$ cat config.mk
export PLATFORM = sky130hd
export DESIGN_NAME = rtc_reset_and_test_port_control
export DESIGN_NICKNAME = d
export VERILOG_FILES = /design/src/hw/rtc_sync2.v /design/src/hw/rtc_reset_and_test_port_control.v
export VERILOG_INCLUDE_DIRS = /design/src /design/src/hw
export SDC_FILE = /design/constraint.sdc
export NUM_CORES = 1
export LEC_CHECK = 0
export BUFFER_PORTS_ARGS = -buffer_cell sky130_fd_sc_hd__buf_2
export CORE_UTILIZATION = 25
export CTS_CLUSTER_SIZE = 16
export DETAILED_ROUTE_END_ITERATION = 6
export SETUP_SLACK_MARGIN = 0.2
export SLEW_MARGIN = 40
export SYNTH_ARGS = -nofsm -noshare
export SYNTH_HDL_FRONTEND = slang
export SYNTH_SLANG_ARGS = --single-unit
export TNS_END_PERCENT = 1
$ cat constraint.sdc
create_clock -name clk -period 3.9 [get_ports clk]
set_input_delay 0.585 -clock clk [delete_from_list [all_inputs] [get_ports clk]]
set_output_delay 0.585 -clock clk [all_outputs]
set_load 0.05 [all_outputs]
$ cat src/hw/rtc_map.vh
// Constants for the reset and test-port control block
`ifndef RTC_MAP_VH
`define RTC_MAP_VH
`define RTC_NSTREAM 16
`define RTC_NCHAN 2
`define RTC_IR_LEN 4
`define RTC_IR_RESET 4'h1
`define RTC_IR_BYPASS 4'hF
`define RTC_IR_IDCODE 4'h2
`define RTC_IR_CAPTURE 4'h1
`define RTC_ID_VALUE 32'h00000001
`define RTC_ID_LEN 32
`define RTC_ZERO1 1'h0
`define RTC_ONE1 1'h1
`define RTC_ALL_ONES 16'hFFFF
`define RTC_ALL_ZERO 16'h0000
`define RTC_CHAN_ZERO 2'h0
`define RTC_SYNC_N 7
`define RTC_SYNC_INIT 7'h0C
`define RTC_PIN_RST 0
`define RTC_PIN_TCK 1
`define RTC_PIN_TMS 2
`define RTC_PIN_TDI 3
`define RTC_PIN_TRST 4
`define RTC_PIN_LSEL 5
`define RTC_PIN_BSEL 6
`endif

$ cat src/hw/rtc_sync2.v
// Two-flop synchroniser for one level
`timescale 1ns/100ps
`default_nettype none
module rtc_sync2 #(
    parameter RESET_VAL = 1'h0
) (
    input wire clk,
    input wire rst,
    input wire din,
    output reg dout
);
    reg stage1;
    always @(posedge clk) begin
        if (rst) begin
            stage1 <= RESET_VAL;
            dout <= RESET_VAL;
        end else begin
            stage1 <= din;
            dout <= stage1;
        end
    end
endmodule
`default_nettype wire

$ cat src/hw/rtc_reset_and_test_port_control.v
// Device reset handling and boundary-scan test port
// Notes on behaviour
// - Reset enters at once when pin falls; leaves in step with clock.
// - In reset, serial outputs go high or float per select pins.
// - Reset drives all channel buffer-control outputs low.
// - Reset raises coreResetActive; the TAP registers are not cleared by it.
// - TAP state machine advances on test clock per sampled TMS.
// - Instruction and data bits shift in from TDI on test clock.
// - Test data output changes only on falling test clock edges and when TRST clears it low.
// - Test data output floats when boundary scan is not enabled.
// - Low TRST forces Test-Logic-Reset at once, without test clock.
`timescale 1ns/100ps
`default_nettype none
`include "rtc_map.vh"
module rtc_reset_and_test_port_control (
    input wire clk,
    input wire rst,
    input wire resetPinN,
    input wire local_out_reset_state_sel,
    input wire backplane_out_reset_state_sel,
    input wire [15:0] localDataIn,
    input wire [15:0] backplaneDataIn,
    input wire [1:0] localChanEnIn,
    input wire [1:0] backplaneChanEnIn,
    input wire tck,
    input wire tms,
    input wire tdi,
    input wire trstN,
    output reg [15:0] local_serial_out,
    output reg [15:0] local_serial_out_oe,
    output reg [15:0] backplane_serial_out,
    output reg [15:0] backplane_serial_out_oe,
    output reg [1:0] local_chan_buffer_ctrl,
    output reg [1:0] backplane_chan_buffer_ctrl,
    output reg coreResetActive,
    output reg tdo,
    output reg tdoOe,
    output reg [3:0] tapState
);
    localparam TLR = 4'h0;
    localparam RTI = 4'h1;
    localparam SDR = 4'h2;
    localparam CDR = 4'h3;
    localparam SHDR = 4'h4;
    localparam E1DR = 4'h5;
    localparam PDR = 4'h6;
    localparam E2DR = 4'h7;
    localparam UDR = 4'h8;
    localparam SIR = 4'h9;
    localparam CIR = 4'hA;
    localparam SHIR = 4'hB;
    localparam E1IR = 4'hC;
    localparam PIR = 4'hD;
    localparam E2IR = 4'hE;
    localparam UIR = 4'hF;

    // Strap decode shared by both ports: high selects floating
    function [15:0] resetEnable;
        input sel;
        begin
            resetEnable = sel ? `RTC_ALL_ZERO : `RTC_ALL_ONES;
        end
    endfunction

    // Only shift states drive the test output, so it floats otherwise
    function isShift;
        input [3:0] state;
        begin
            isShift = (state == SHDR) | (state == SHIR);
        end
    endfunction

    // Pin inputs cross into the core domain
    // Idle levels: mode and data lines sit high, the rest low
    localparam [`RTC_SYNC_N-1:0] SYNC_INIT = `RTC_SYNC_INIT;
    wire [`RTC_SYNC_N-1:0] pinRaw;
    wire [`RTC_SYNC_N-1:0] pinSync;
    wire rstPinSync;
    wire tckS;
    wire tmsS;
    wire tdiS;
    wire trstS;
    wire lSel;
    wire bSel;
    assign pinRaw[`RTC_PIN_RST] = resetPinN;
    assign pinRaw[`RTC_PIN_TCK] = tck;
    assign pinRaw[`RTC_PIN_TMS] = tms;
    assign pinRaw[`RTC_PIN_TDI] = tdi;
    assign pinRaw[`RTC_PIN_TRST] = trstN;
    assign pinRaw[`RTC_PIN_LSEL] = local_out_reset_state_sel;
    assign pinRaw[`RTC_PIN_BSEL] = backplane_out_reset_state_sel;
    genvar gi;
    generate
        for (gi = 0; gi < `RTC_SYNC_N; gi = gi + 1) begin : gSync
            rtc_sync2 #(
                .RESET_VAL(SYNC_INIT[gi])
            ) uSync (
                .clk(clk),
                .rst(rst),
                .din(pinRaw[gi]),
                .dout(pinSync[gi])
            );
        end
    endgenerate
    assign rstPinSync = pinSync[`RTC_PIN_RST];
    assign tckS = pinSync[`RTC_PIN_TCK];
    assign tmsS = pinSync[`RTC_PIN_TMS];
    assign tdiS = pinSync[`RTC_PIN_TDI];
    assign trstS = pinSync[`RTC_PIN_TRST];
    assign lSel = pinSync[`RTC_PIN_LSEL];
    assign bSel = pinSync[`RTC_PIN_BSEL];

    // Entry is taken from the raw pin so reset does not wait for sync
    wire inReset = rst | ~resetPinN | ~rstPinSync;
    wire trstNow = rst | ~trstN | ~trstS;

    // Output stage: reset state or pass-through
    always @(posedge clk) begin
        coreResetActive <= inReset;
        if (inReset) begin
            local_serial_out <= `RTC_ALL_ONES;
            local_serial_out_oe <= resetEnable(lSel);
            local_chan_buffer_ctrl <= `RTC_CHAN_ZERO;
        end else begin
            local_serial_out <= localDataIn;
            local_serial_out_oe <= `RTC_ALL_ONES;
            local_chan_buffer_ctrl <= localChanEnIn;
        end
    end

    // Backplane port mirrors the local one with its own strap
    always @(posedge clk) begin
        if (inReset) begin
            backplane_serial_out <= `RTC_ALL_ONES;
            backplane_serial_out_oe <= resetEnable(bSel);
            backplane_chan_buffer_ctrl <= `RTC_CHAN_ZERO;
        end else begin
            backplane_serial_out <= backplaneDataIn;
            backplane_serial_out_oe <= `RTC_ALL_ONES;
            backplane_chan_buffer_ctrl <= backplaneChanEnIn;
        end
    end

    // Test clock edges found by sampling
    reg tckPrev;
    always @(posedge clk) begin
        if (rst)
            tckPrev <= `RTC_ZERO1;
        else
            tckPrev <= tckS;
    end
    wire tckRise = tckS & ~tckPrev;
    wire tckFall = ~tckS & tckPrev;

    reg [3:0] next_tapState;
    always @* begin
        next_tapState = tapState;
        case (tapState)
            TLR: next_tapState = tmsS ? TLR : RTI;
            RTI: next_tapState = tmsS ? SDR : RTI;
            SDR: next_tapState = tmsS ? SIR : CDR;
            CDR: next_tapState = tmsS ? E1DR : SHDR;
            SHDR: next_tapState = tmsS ? E1DR : SHDR;
            E1DR: next_tapState = tmsS ? UDR : PDR;
            PDR: next_tapState = tmsS ? E2DR : PDR;
            E2DR: next_tapState = tmsS ? UDR : SHDR;
            UDR: next_tapState = tmsS ? SDR : RTI;
            SIR: next_tapState = tmsS ? TLR : CIR;
            CIR: next_tapState = tmsS ? E1IR : SHIR;
            SHIR: next_tapState = tmsS ? E1IR : SHIR;
            E1IR: next_tapState = tmsS ? UIR : PIR;
            PIR: next_tapState = tmsS ? E2IR : PIR;
            E2IR: next_tapState = tmsS ? UIR : SHIR;
            UIR: next_tapState = tmsS ? SDR : RTI;
            default: next_tapState = TLR;
        endcase
    end

    reg [3:0] irShift;
    reg [3:0] irActive;
    reg [31:0] drShift;
    reg bypassBit;
    wire isBypass = (irActive != `RTC_IR_IDCODE);
    always @(posedge clk) begin
        if (trstNow) begin
            tapState <= TLR;
            irShift <= `RTC_IR_RESET;
            irActive <= `RTC_IR_IDCODE;
            drShift <= `RTC_ID_VALUE;
            bypassBit <= `RTC_ZERO1;
        end else if (tckRise) begin
            tapState <= next_tapState;
            if (tapState == TLR)
                irActive <= `RTC_IR_IDCODE;
            case (tapState)
                CIR: irShift <= `RTC_IR_CAPTURE;
                SHIR: irShift <= {tdiS, irShift[3:1]};
                UIR: irActive <= irShift;
                CDR: begin
                    drShift <= `RTC_ID_VALUE;
                    bypassBit <= `RTC_ZERO1;
                end
                SHDR: begin
                    drShift <= {tdiS, drShift[31:1]};
                    bypassBit <= tdiS;
                end
                default: irShift <= irShift;
            endcase
        end
    end

    // Output launched on falling edge, floats outside shift states
    always @(posedge clk) begin
        if (trstNow) begin
            tdo <= `RTC_ZERO1;
            tdoOe <= `RTC_ZERO1;
        end else if (tckFall) begin
            tdoOe <= isShift(tapState);
            if (tapState == SHIR)
                tdo <= irShift[0];
            else
                tdo <= isBypass ? bypassBit : drShift[0];
        end
    end
endmodule
`default_nettype wire

After elaboration in Yosys (flattened, before gate mapping)
Index checks and enable logic that the tools add are counted.
- reductions and logical operators: 10
- multiplexer cells: 22
- equal/unequal tests: 16
- bitwise operators: 13
- operators with widths (kind ; number):
    32-bit case mux with 2 select lines ; 1
    4-bit case mux with 12 select lines ; 1
    4-bit == test, second input constant ; 8
    16-bit two-way mux ; 2
    4-bit two-way mux ; 6
    4-bit by 3-bit == test with 1-bit output, second input constant ; 4
    4-bit by 2-bit == test with 1-bit output, second input constant ; 2
    4-bit case mux with 2 select lines ; 1
    2-bit two-way mux ; 3
    3-bit two-way mux ; 2
    1-bit inverter ; 6
    2-bit AND reduction ; 3
    2-bit nonzero test ; 3
    1-bit two-way mux ; 5
    1-bit OR ; 5
    4-bit by 1-bit == test with 1-bit output, second input constant ; 1
    4-bit logical NOT ; 1
    4-bit by 2-bit != test with 1-bit output, second input constant ; 1
    2-bit OR reduction ; 2
    3-bit OR reduction ; 1
    1-bit bitwise AND ; 2
    1-bit case mux with 2 select lines ; 1
- output and inout port bits: 75
- register bits after elaboration: 131
- logic and storage cells: 90

Logic depth before layout (Yosys ltp)
Gate-level depths: netlist of run 1.
- depth after elaboration: 3
- mapped depth: 6

Modules after synthesis
From an unflattened synthesis of run 1, not the netlist that was laid out.
- cells, all modules: 365
- area total of the unflattened synthesis: 3622.2 um^2
- modules (own cells, without submodules) (module ; area an instance (um^2) ; cells each ; instances):
    rtc_reset_and_test_port_control ; 3254.4 ; 337 ; 1
    rtc_sync2 ; 52.6 ; 4 ; 7

Least setup slack after synthesis of run 1
Ideal clock, no wire load.
- kind: register to register
- start point: reg tapState[2]
- end point: reg drShift[10]
- buffers on the path: 1
- cell stages (with the launch flop): 6
- setup time: 0.128 ns
- path slack: 2.073 ns
- arrival: 1.699 ns
- period minus slack after synthesis: 1.827 ns
- path through: dfxtp_1 -> or3b_1 -> a211o_1 -> buf_6 -> a22oi_1 -> nor2_1
- longest elaborated chain between the ends: 3
- elaborated cells between the ends (all ways): 5
- RTL lines (item ; line ; source):
    start: declaration ; rtc_reset_and_test_port_control.v:38 ; output reg [3:0] tapState
    start signal: assignment ; rtc_reset_and_test_port_control.v:192 ; tapState <= next_tapState;
    4-bit by 3-bit == test with 1-bit output / 4-bit by 2-bit == test with 1-bit output (equally long branches) ; rtc_reset_and_test_port_control.v:195 ; case (tapState)
    2-bit nonzero test (no source line) ; - ;
    2-bit AND reduction (no source line) ; - ;
    end signal: assignment ; rtc_reset_and_test_port_control.v:189 ; drShift <= `RTC_ID_VALUE;
    end signal: assignment ; rtc_reset_and_test_port_control.v:200 ; drShift <= `RTC_ID_VALUE;
    end signal: assignment ; rtc_reset_and_test_port_control.v:204 ; drShift <= {tdiS, drShift[31:1]};
    end: declaration ; rtc_reset_and_test_port_control.v:181 ; reg [31:0] drShift;
Several ways; a longest one is shown, not always the timed one.
A chain may end at the register's enable or synchronous reset.

Final worst setup path of run 1
- start point: reg tapState[2]
- end point: reg drShift[25]
Same word-level chain as after synthesis.

==> results.toml, run 1 <==
[outcome]
status = "finished, final reports clean"

[pwr]
p_per_area_mw_per_mm2 = 461
vdd.ir_drop.worst_mv = 0.306
p_leak_nw = 1.61

[clock_tree]
cts_resized = 0
clk_latency_ns = 0.33
cts_root_buffer = "clkbuf_16"
clock_tree.buffer_depth = 2
cts_made_buffers = 9
cts_sinks = 100
path_clk_slew_ns = 0.06
cts_tree = "yes"
cts-htree-levels = 3
hold_buffers = 0
post_cts_buffers = 0

[yosys]
synthDistinctLibCells = 42
async_reset_ff_frac = 0
netlist_instances = 360
avgSynthCellArea_um2 = 9.99
synth_top_family_by_area = "simple AND/OR/NAND/NOR gates"
yosys_warnings = 0
syn_nets = 405
synth_edf_count = 0
muxShareOfSynthArea = 0.00870
synth_top_flop_cell = "dfxtp_1"
syn_area_mm2 = 0.00360
synth_compound_area_frac = 0.129
synth-seq-cells = 100
yosys.area_share.simple = 0.199
synth_seq_area_share = 0.557
yosys.area_share.adder = 0
synthXorXnorAreaFrac = 0.00243

[setup_path]
start_kind = "flop"
path_class = "flop to flop"
slowest_stage = "dfxtp_1"
cp_cell_sequence = "or4b_4, nor2_4, a22oi_1, nor2_1"
crit_arrival_ns = 2.49
critical_path.top_delay_family = "simple AND/OR/NAND/NOR gates"
crit_fanout = 31
worstReg2RegStart = "tapState[2]"
max_stage_delay_ns = 0.73
startpoint = "tapState[2]"
crit_buf_inv = 0
critPathRequiredTime_ns = 4.17
cp-end-kind = "flop"

[drt]
wl_per_cell_um = 11.1
viasPerCell = 4.30
firstDrtPassIters = 5
final_antenna_net_count = 0
wl_um = 6920
detailroute.via_count = 2673
drt_iter0_markers = 149
drc = 0

[cells_and_area]
num_antenna_cells = 0
drive_gt1_frac = 0.357
seq_area_mm2 = 0.00200
n_fill_cell = 1412
final_cell_area_mm2 = 0.00435
multi_input_area_mm2 = 0.00123
fin_cells = 622
area_growth_pct = 21.0
final_core_util = 0.312
nNetsFinal = 482

[global_routing]
grt_max_degree = 40
grt_pass1_vias = 2490
grt_pass1_wl_um = 11500
antenna_found_initial = 0
grt.total_usage = 0.0979
overflow = 0

[floorplanning]
coreArea_mm2 = 0.0139
die_area_mm2 = 0.0149
fp-row-count = 43
die_x_um = 122
pin_count = 120
start_util = 0.258
fp.dieH_um = 122

[sta]
final-setup-viol-count = 0
fmax_ghz = 0.451
slew_viol_final = 0
worstMarginPinSlew_ns = 0.741
rsz0062_at_grt = "false"
finalCritPeriodShare = 0.569
maxSlewHeadroom = 0.505
period_needed_ns = 2.22
finalClockSkew_ns = 0.00443
fin_setup_tns_ns = 0
hold_slack_ns = 0.371
hold_viol_final = 0

[run]
drv_cap = 0

[place]
placed_area_mm2 = 0.00406
portBuffers = 119
gp_congestion = 0.738
dp_hpwl_um = 4790
placed_cells = 606

[worst_hold_path]
hold_path_startpoint = "gSync[6].uSync.dout"
hold_path_class = "flop to flop"
synth_stat cells (3+ instances only):
cell,n,share of area
a21oi_1,13,0.018
buf_2,7,0.0097
a22oi_1,35,0.073
o21ai_1,3,0.0042
nand2b_1,4,0.0070
o21ai_0,8,0.011
dfxtp_1,100,0.56
or2_1,20,0.035
and3_1,5,0.0087
nand3_1,5,0.0070
nor3_1,3,0.0042
buf_4,30,0.063
nor2_1,43,0.045
nor2b_1,16,0.028
nand2_1,8,0.0083
or2_2,16,0.028
clkbuf_1,11,0.011
buf_6,6,0.019
cells by family (layout without fill, tap and decap cells):
family,count (synthesis),in the layout
buf+inv,55,137
flops,100,100
compound gates,69,69
xor+xnor,1,1
mux,3,3
simple gates,132,132
worst paths after layout:
check                                end  slack, ns  cells after the start
max                          drShift[25]       1.68                      4
max reg2reg                  drShift[25]       1.68                      4
min          backplane_serial_out_oe[14]       0.37                      1
min reg2reg  backplane_serial_out_oe[14]       0.37                      1
placed cells by master, fill, tap and decap left out, drive strengths merged, types with 2 or more instances in the layout:
cell type | synthesis | layout
mux2i | 2 | 2
a21oi | 13 | 13
nand2 | 8 | 8
buf | 43 | 120
a211o | 2 | 2
dfxtp | 100 | 100
nand3 | 5 | 5
clkinv | 0 | 2
a211oi | 2 | 2
o21ai | 11 | 11
nor2 | 44 | 44
or2 | 36 | 36
nor3 | 3 | 3
a22oi | 35 | 35
clkbuf | 11 | 14
nand2b | 4 | 4
and3 | 5 | 5
nor2b | 16 | 16
layer usage:
layer,part of all wire,wire [um],vias to the layer above,track usage
li1,-,-,1338,-
met1,0.43,3000,1224,0.115
met2,0.46,3180,102,0.155
met3,0.090,624,9,0.0393
met4,0.018,122,0,0.0471
met5,0,0,-,0
worst register-to-register path, delay by kind of cell, from the launching register on:
family,cells,cell delay [ns]
DFF,1,0.73
and+or+nand+nor,3,1.22
AOI/OAI and AO/OA,1,0.20
stage by stage:
stage	setup slack, ns	total power [W]
floorplan	2.07	0.00116
global placement	1.67	0.00118
detailed placement	1.58	0.00118
CTS	1.69	0.00204
global route	1.50	0.00209
finish	1.68	0.00201
power by group:
part / total (W) / internal (W) / switching, W
combinational: 0.000120 / 0.0000344 / 0.0000851
sequential: 0.00104 / 0.00103 / 0.00000658
clock: 0.000847 / 0.000488 / 0.000359
total: 0.00201 / 0.00155 / 0.000451
flip-flops by register name, summed over array words and instances (netlist names), 2 cells and up:
register / cells
tapState: 4
gSync.uSync.dout: 7
backplane_chan_buffer_ctrl: 2
local_serial_out: 16
irShift: 4
irActive: 4
gSync.uSync.stage1: 7
drShift: 32
backplane_serial_out: 16
local_chan_buffer_ctrl: 2
layout make-up:
class                           count  area share
Tap cell                          180      0.0518
Sequential cell                   100       0.460
Clock buffer                       14      0.0630
Clock inverter                      2     0.00403
Inverter                            1    0.000863
Timing Repair Buffer              120       0.139
Multi-Input combinational cell    205       0.282
Note: power is estimated with default switching activity, not from simulation.
==> run 2: changes to the inputs <==
==> constraint.sdc (replaced) <==
create_clock -name clk -period 1.9 [get_ports clk]
set_input_delay 0.285 -clock clk [delete_from_list [all_inputs] [get_ports clk]]
set_output_delay 0.285 -clock clk [all_outputs]
set_load 0.05 [all_outputs]
==> run 2 against run 1 <==
Hold slack got worse by 0.26 ns. Register-to-register slack worse by 1.4 ns. Global-route usage up 0.23 points. Cell count grew 1.4%. Sequential power up 100%. Clock skew grew 0.0053 ns. Sequential share of layout area shrank 0.87 points. Die area is the same. Cell area grew 2.2%. Worst setup slack worse by 1.4 ns. Critical endpoint is now drShift[14]. Largest cell class unchanged.
==> results.toml, run 2 (same netlist as run 1, synthesis figures left out) <==
[worst_hold_path]
hold_depth = 2
hold_path_startpoint = "backplaneDataIn[0]"
hold_path_class = "primary input to flop"
min_to = "backplane_serial_out[0]"

[sta]
fmax_ghz = 0.623
fin_setup_tns_ns = 0
worstMarginPinSlew_ns = 0.394
finalCritPeriodShare = 0.845
final-setup-viol-count = 0
rsz0062_at_grt = "true"
finalClockSkew_ns = 0.00975
slew_viol_final = 0
period_needed_ns = 1.61
hold_viol_final = 0
maxSlewHeadroom = 0.734

[outcome]
status = "finished, final reports clean"

[global_routing]
antenna_found_initial = 0
grt_pass1_wl_um = 11600
grt.total_usage = 0.100
grt_max_degree = 40
grt_pass1_vias = 2585
overflow = 0

[setup_path]
cp-end-kind = "flop"
reg2reg_to = "drShift[14]"
crit_arrival_ns = 1.82
critPathRequiredTime_ns = 2.12
slowest_stage = "dfxtp_4"
worstReg2RegStart = "tapState[0]"
crit_fanout = 32
start_kind = "flop"
path_class = "flop to flop"
r2r_setup_slack_ns = 0.29
max_stage_delay_ns = 0.39
critical_path.top_delay_family = "compound AO/OA/AOI/OAI gates"
crit_buf_inv = 1
cp_cell_sequence = "or3b_1, a211o_1, buf_12, a22oi_1, nor2_1"
ff2ff_path_depth = 5

[floorplanning]
die_x_um = 122
fp.dieH_um = 122
start_util = 0.258
die_area_mm2 = 0.0149
pin_count = 120
coreArea_mm2 = 0.0139
fp-row-count = 43

[cells_and_area]
nNetsFinal = 491
multi_input_area_mm2 = 0.00122
area_growth_pct = 23.7
num_antenna_cells = 0
final_common_cell = "buf_2"
seq_area_mm2 = 0.00201
n_fill_cell = 1409
regMostFlops = "drShift"
fin_cells = 631
final_cell_area_mm2 = 0.00445
largestRegisters = "drShift (32), backplane_serial_out (16), local_serial_out (16)"
final_cell_mix = "119 x buf_2, 97 x dfxtp_1, 43 x nor2_1, 35 x a22oi_1, 20 x or2_1"
largest_reg_flops = 32
final_core_util = 0.319
drive_gt1_frac = 0.377

[drt]
wl_per_cell_um = 11.1
drc = 0
drt_iter0_markers = 161
firstDrtPassIters = 5
viasPerCell = 4.23
detailroute.via_count = 2667
wl_um = 6990
final_antenna_net_count = 0

[clock_tree]
cts_sinks = 100
cts_tree = "yes"
cts_root_buffer = "clkbuf_16"
cts_made_buffers = 9
path_clk_slew_ns = 0.07
clk_latency_ns = 0.34
clock_tree.buffer_depth = 2
cts-htree-levels = 3
post_cts_buffers = 0
hold_buffers = 0

[pwr]
vdd.ir_drop.worst_mv = 0.629
p_leak_nw = 1.67
p_int_w = 0.00314
switchingPower_w = 0.000993
p_per_area_mw_per_mm2 = 929
p_clk_frac = 0.424
seqPwrFrac = 0.516
sw_frac_of_total = 0.240
pwr-share-comb = 0.060

[place]
placed_area_mm2 = 0.00415
gp_congestion = 0.822
dp_hpwl_um = 4920
portBuffers = 119
placed_cells = 615

[run]
drv_cap = 0
## run 2: worst max path at each step
stage | cells past startpoint | to | startpoint
after CTS | 5 | drShift[31] | tapState[0]
after global placement | 5 | drShift[23] | tapState[0]
after detailed placement | 5 | drShift[20] | tapState[0]
after global routing | 5 | drShift[31] | tapState[0]
after floorplan | 5 | drShift[10] | tapState[2]
final | 5 | drShift[14] | tapState[0]
## run 2: timing repair
action	in CTS	in global routing
gates resized for setup	0	1
endpoints found under the hold margin	0	0
endpoints found under the setup margin	0	3
## run 2: worst register-to-register path: stages (launching register included)
cell and delay [ns]:
dfxtp_4 0.39, or3b_1 0.37, a211o_1 0.34, buf_12 0.18, a22oi_1 0.16, nor2_1 0.05
## run 2: area by class of cell
type                       instances  share of cell area
timing repair buffer             129               0.156
sequential                       100               0.451
tap                              180              0.0506
inverter                           1            0.000844
clock buffer                      10              0.0537
clock inverter                     6              0.0124
multi-input combinational        205               0.275
## run 2: power groups by stage
| stage | registers (W) | logic, W | clock network [W] |
|---|---|---|---|
| 2_1_floorplan | 0.00221 | 0.000167 | 0 |
| 3_3_place_gp | 0.00218 | 0.000251 | 0 |
| 3_5_place_dp | 0.00218 | 0.000252 | 0 |
| 4_1_cts | 0.00213 | 0.000252 | 0.00181 |
| 5_1_grt | 0.00213 | 0.000264 | 0.00189 |
| 6_report | 0.00213 | 0.000249 | 0.00175 |
## run 2: metal layers
metal,part of all wire,routed length [um],vias to the layer above,GRT usage
li1,-,-,1357,-
met5,0,0,-,0
met2,0.47,3270,82,0.163
met3,0.069,481,10,0.0421
met1,0.44,3100,1218,0.112
met4,0.022,151,0,0.0494
## run 2: through the flow
step	worst slack (ns)	hold WS [ns]	power, W
final	0.294	0.115	0.00413
after global routing	0.190	0.106	0.00429
after CTS	0.277	0.103	0.00420
after detailed placement	0.293	0.351	0.00243
after global placement	0.311	0.355	0.00243
after floorplan	0.238	0.343	0.00238
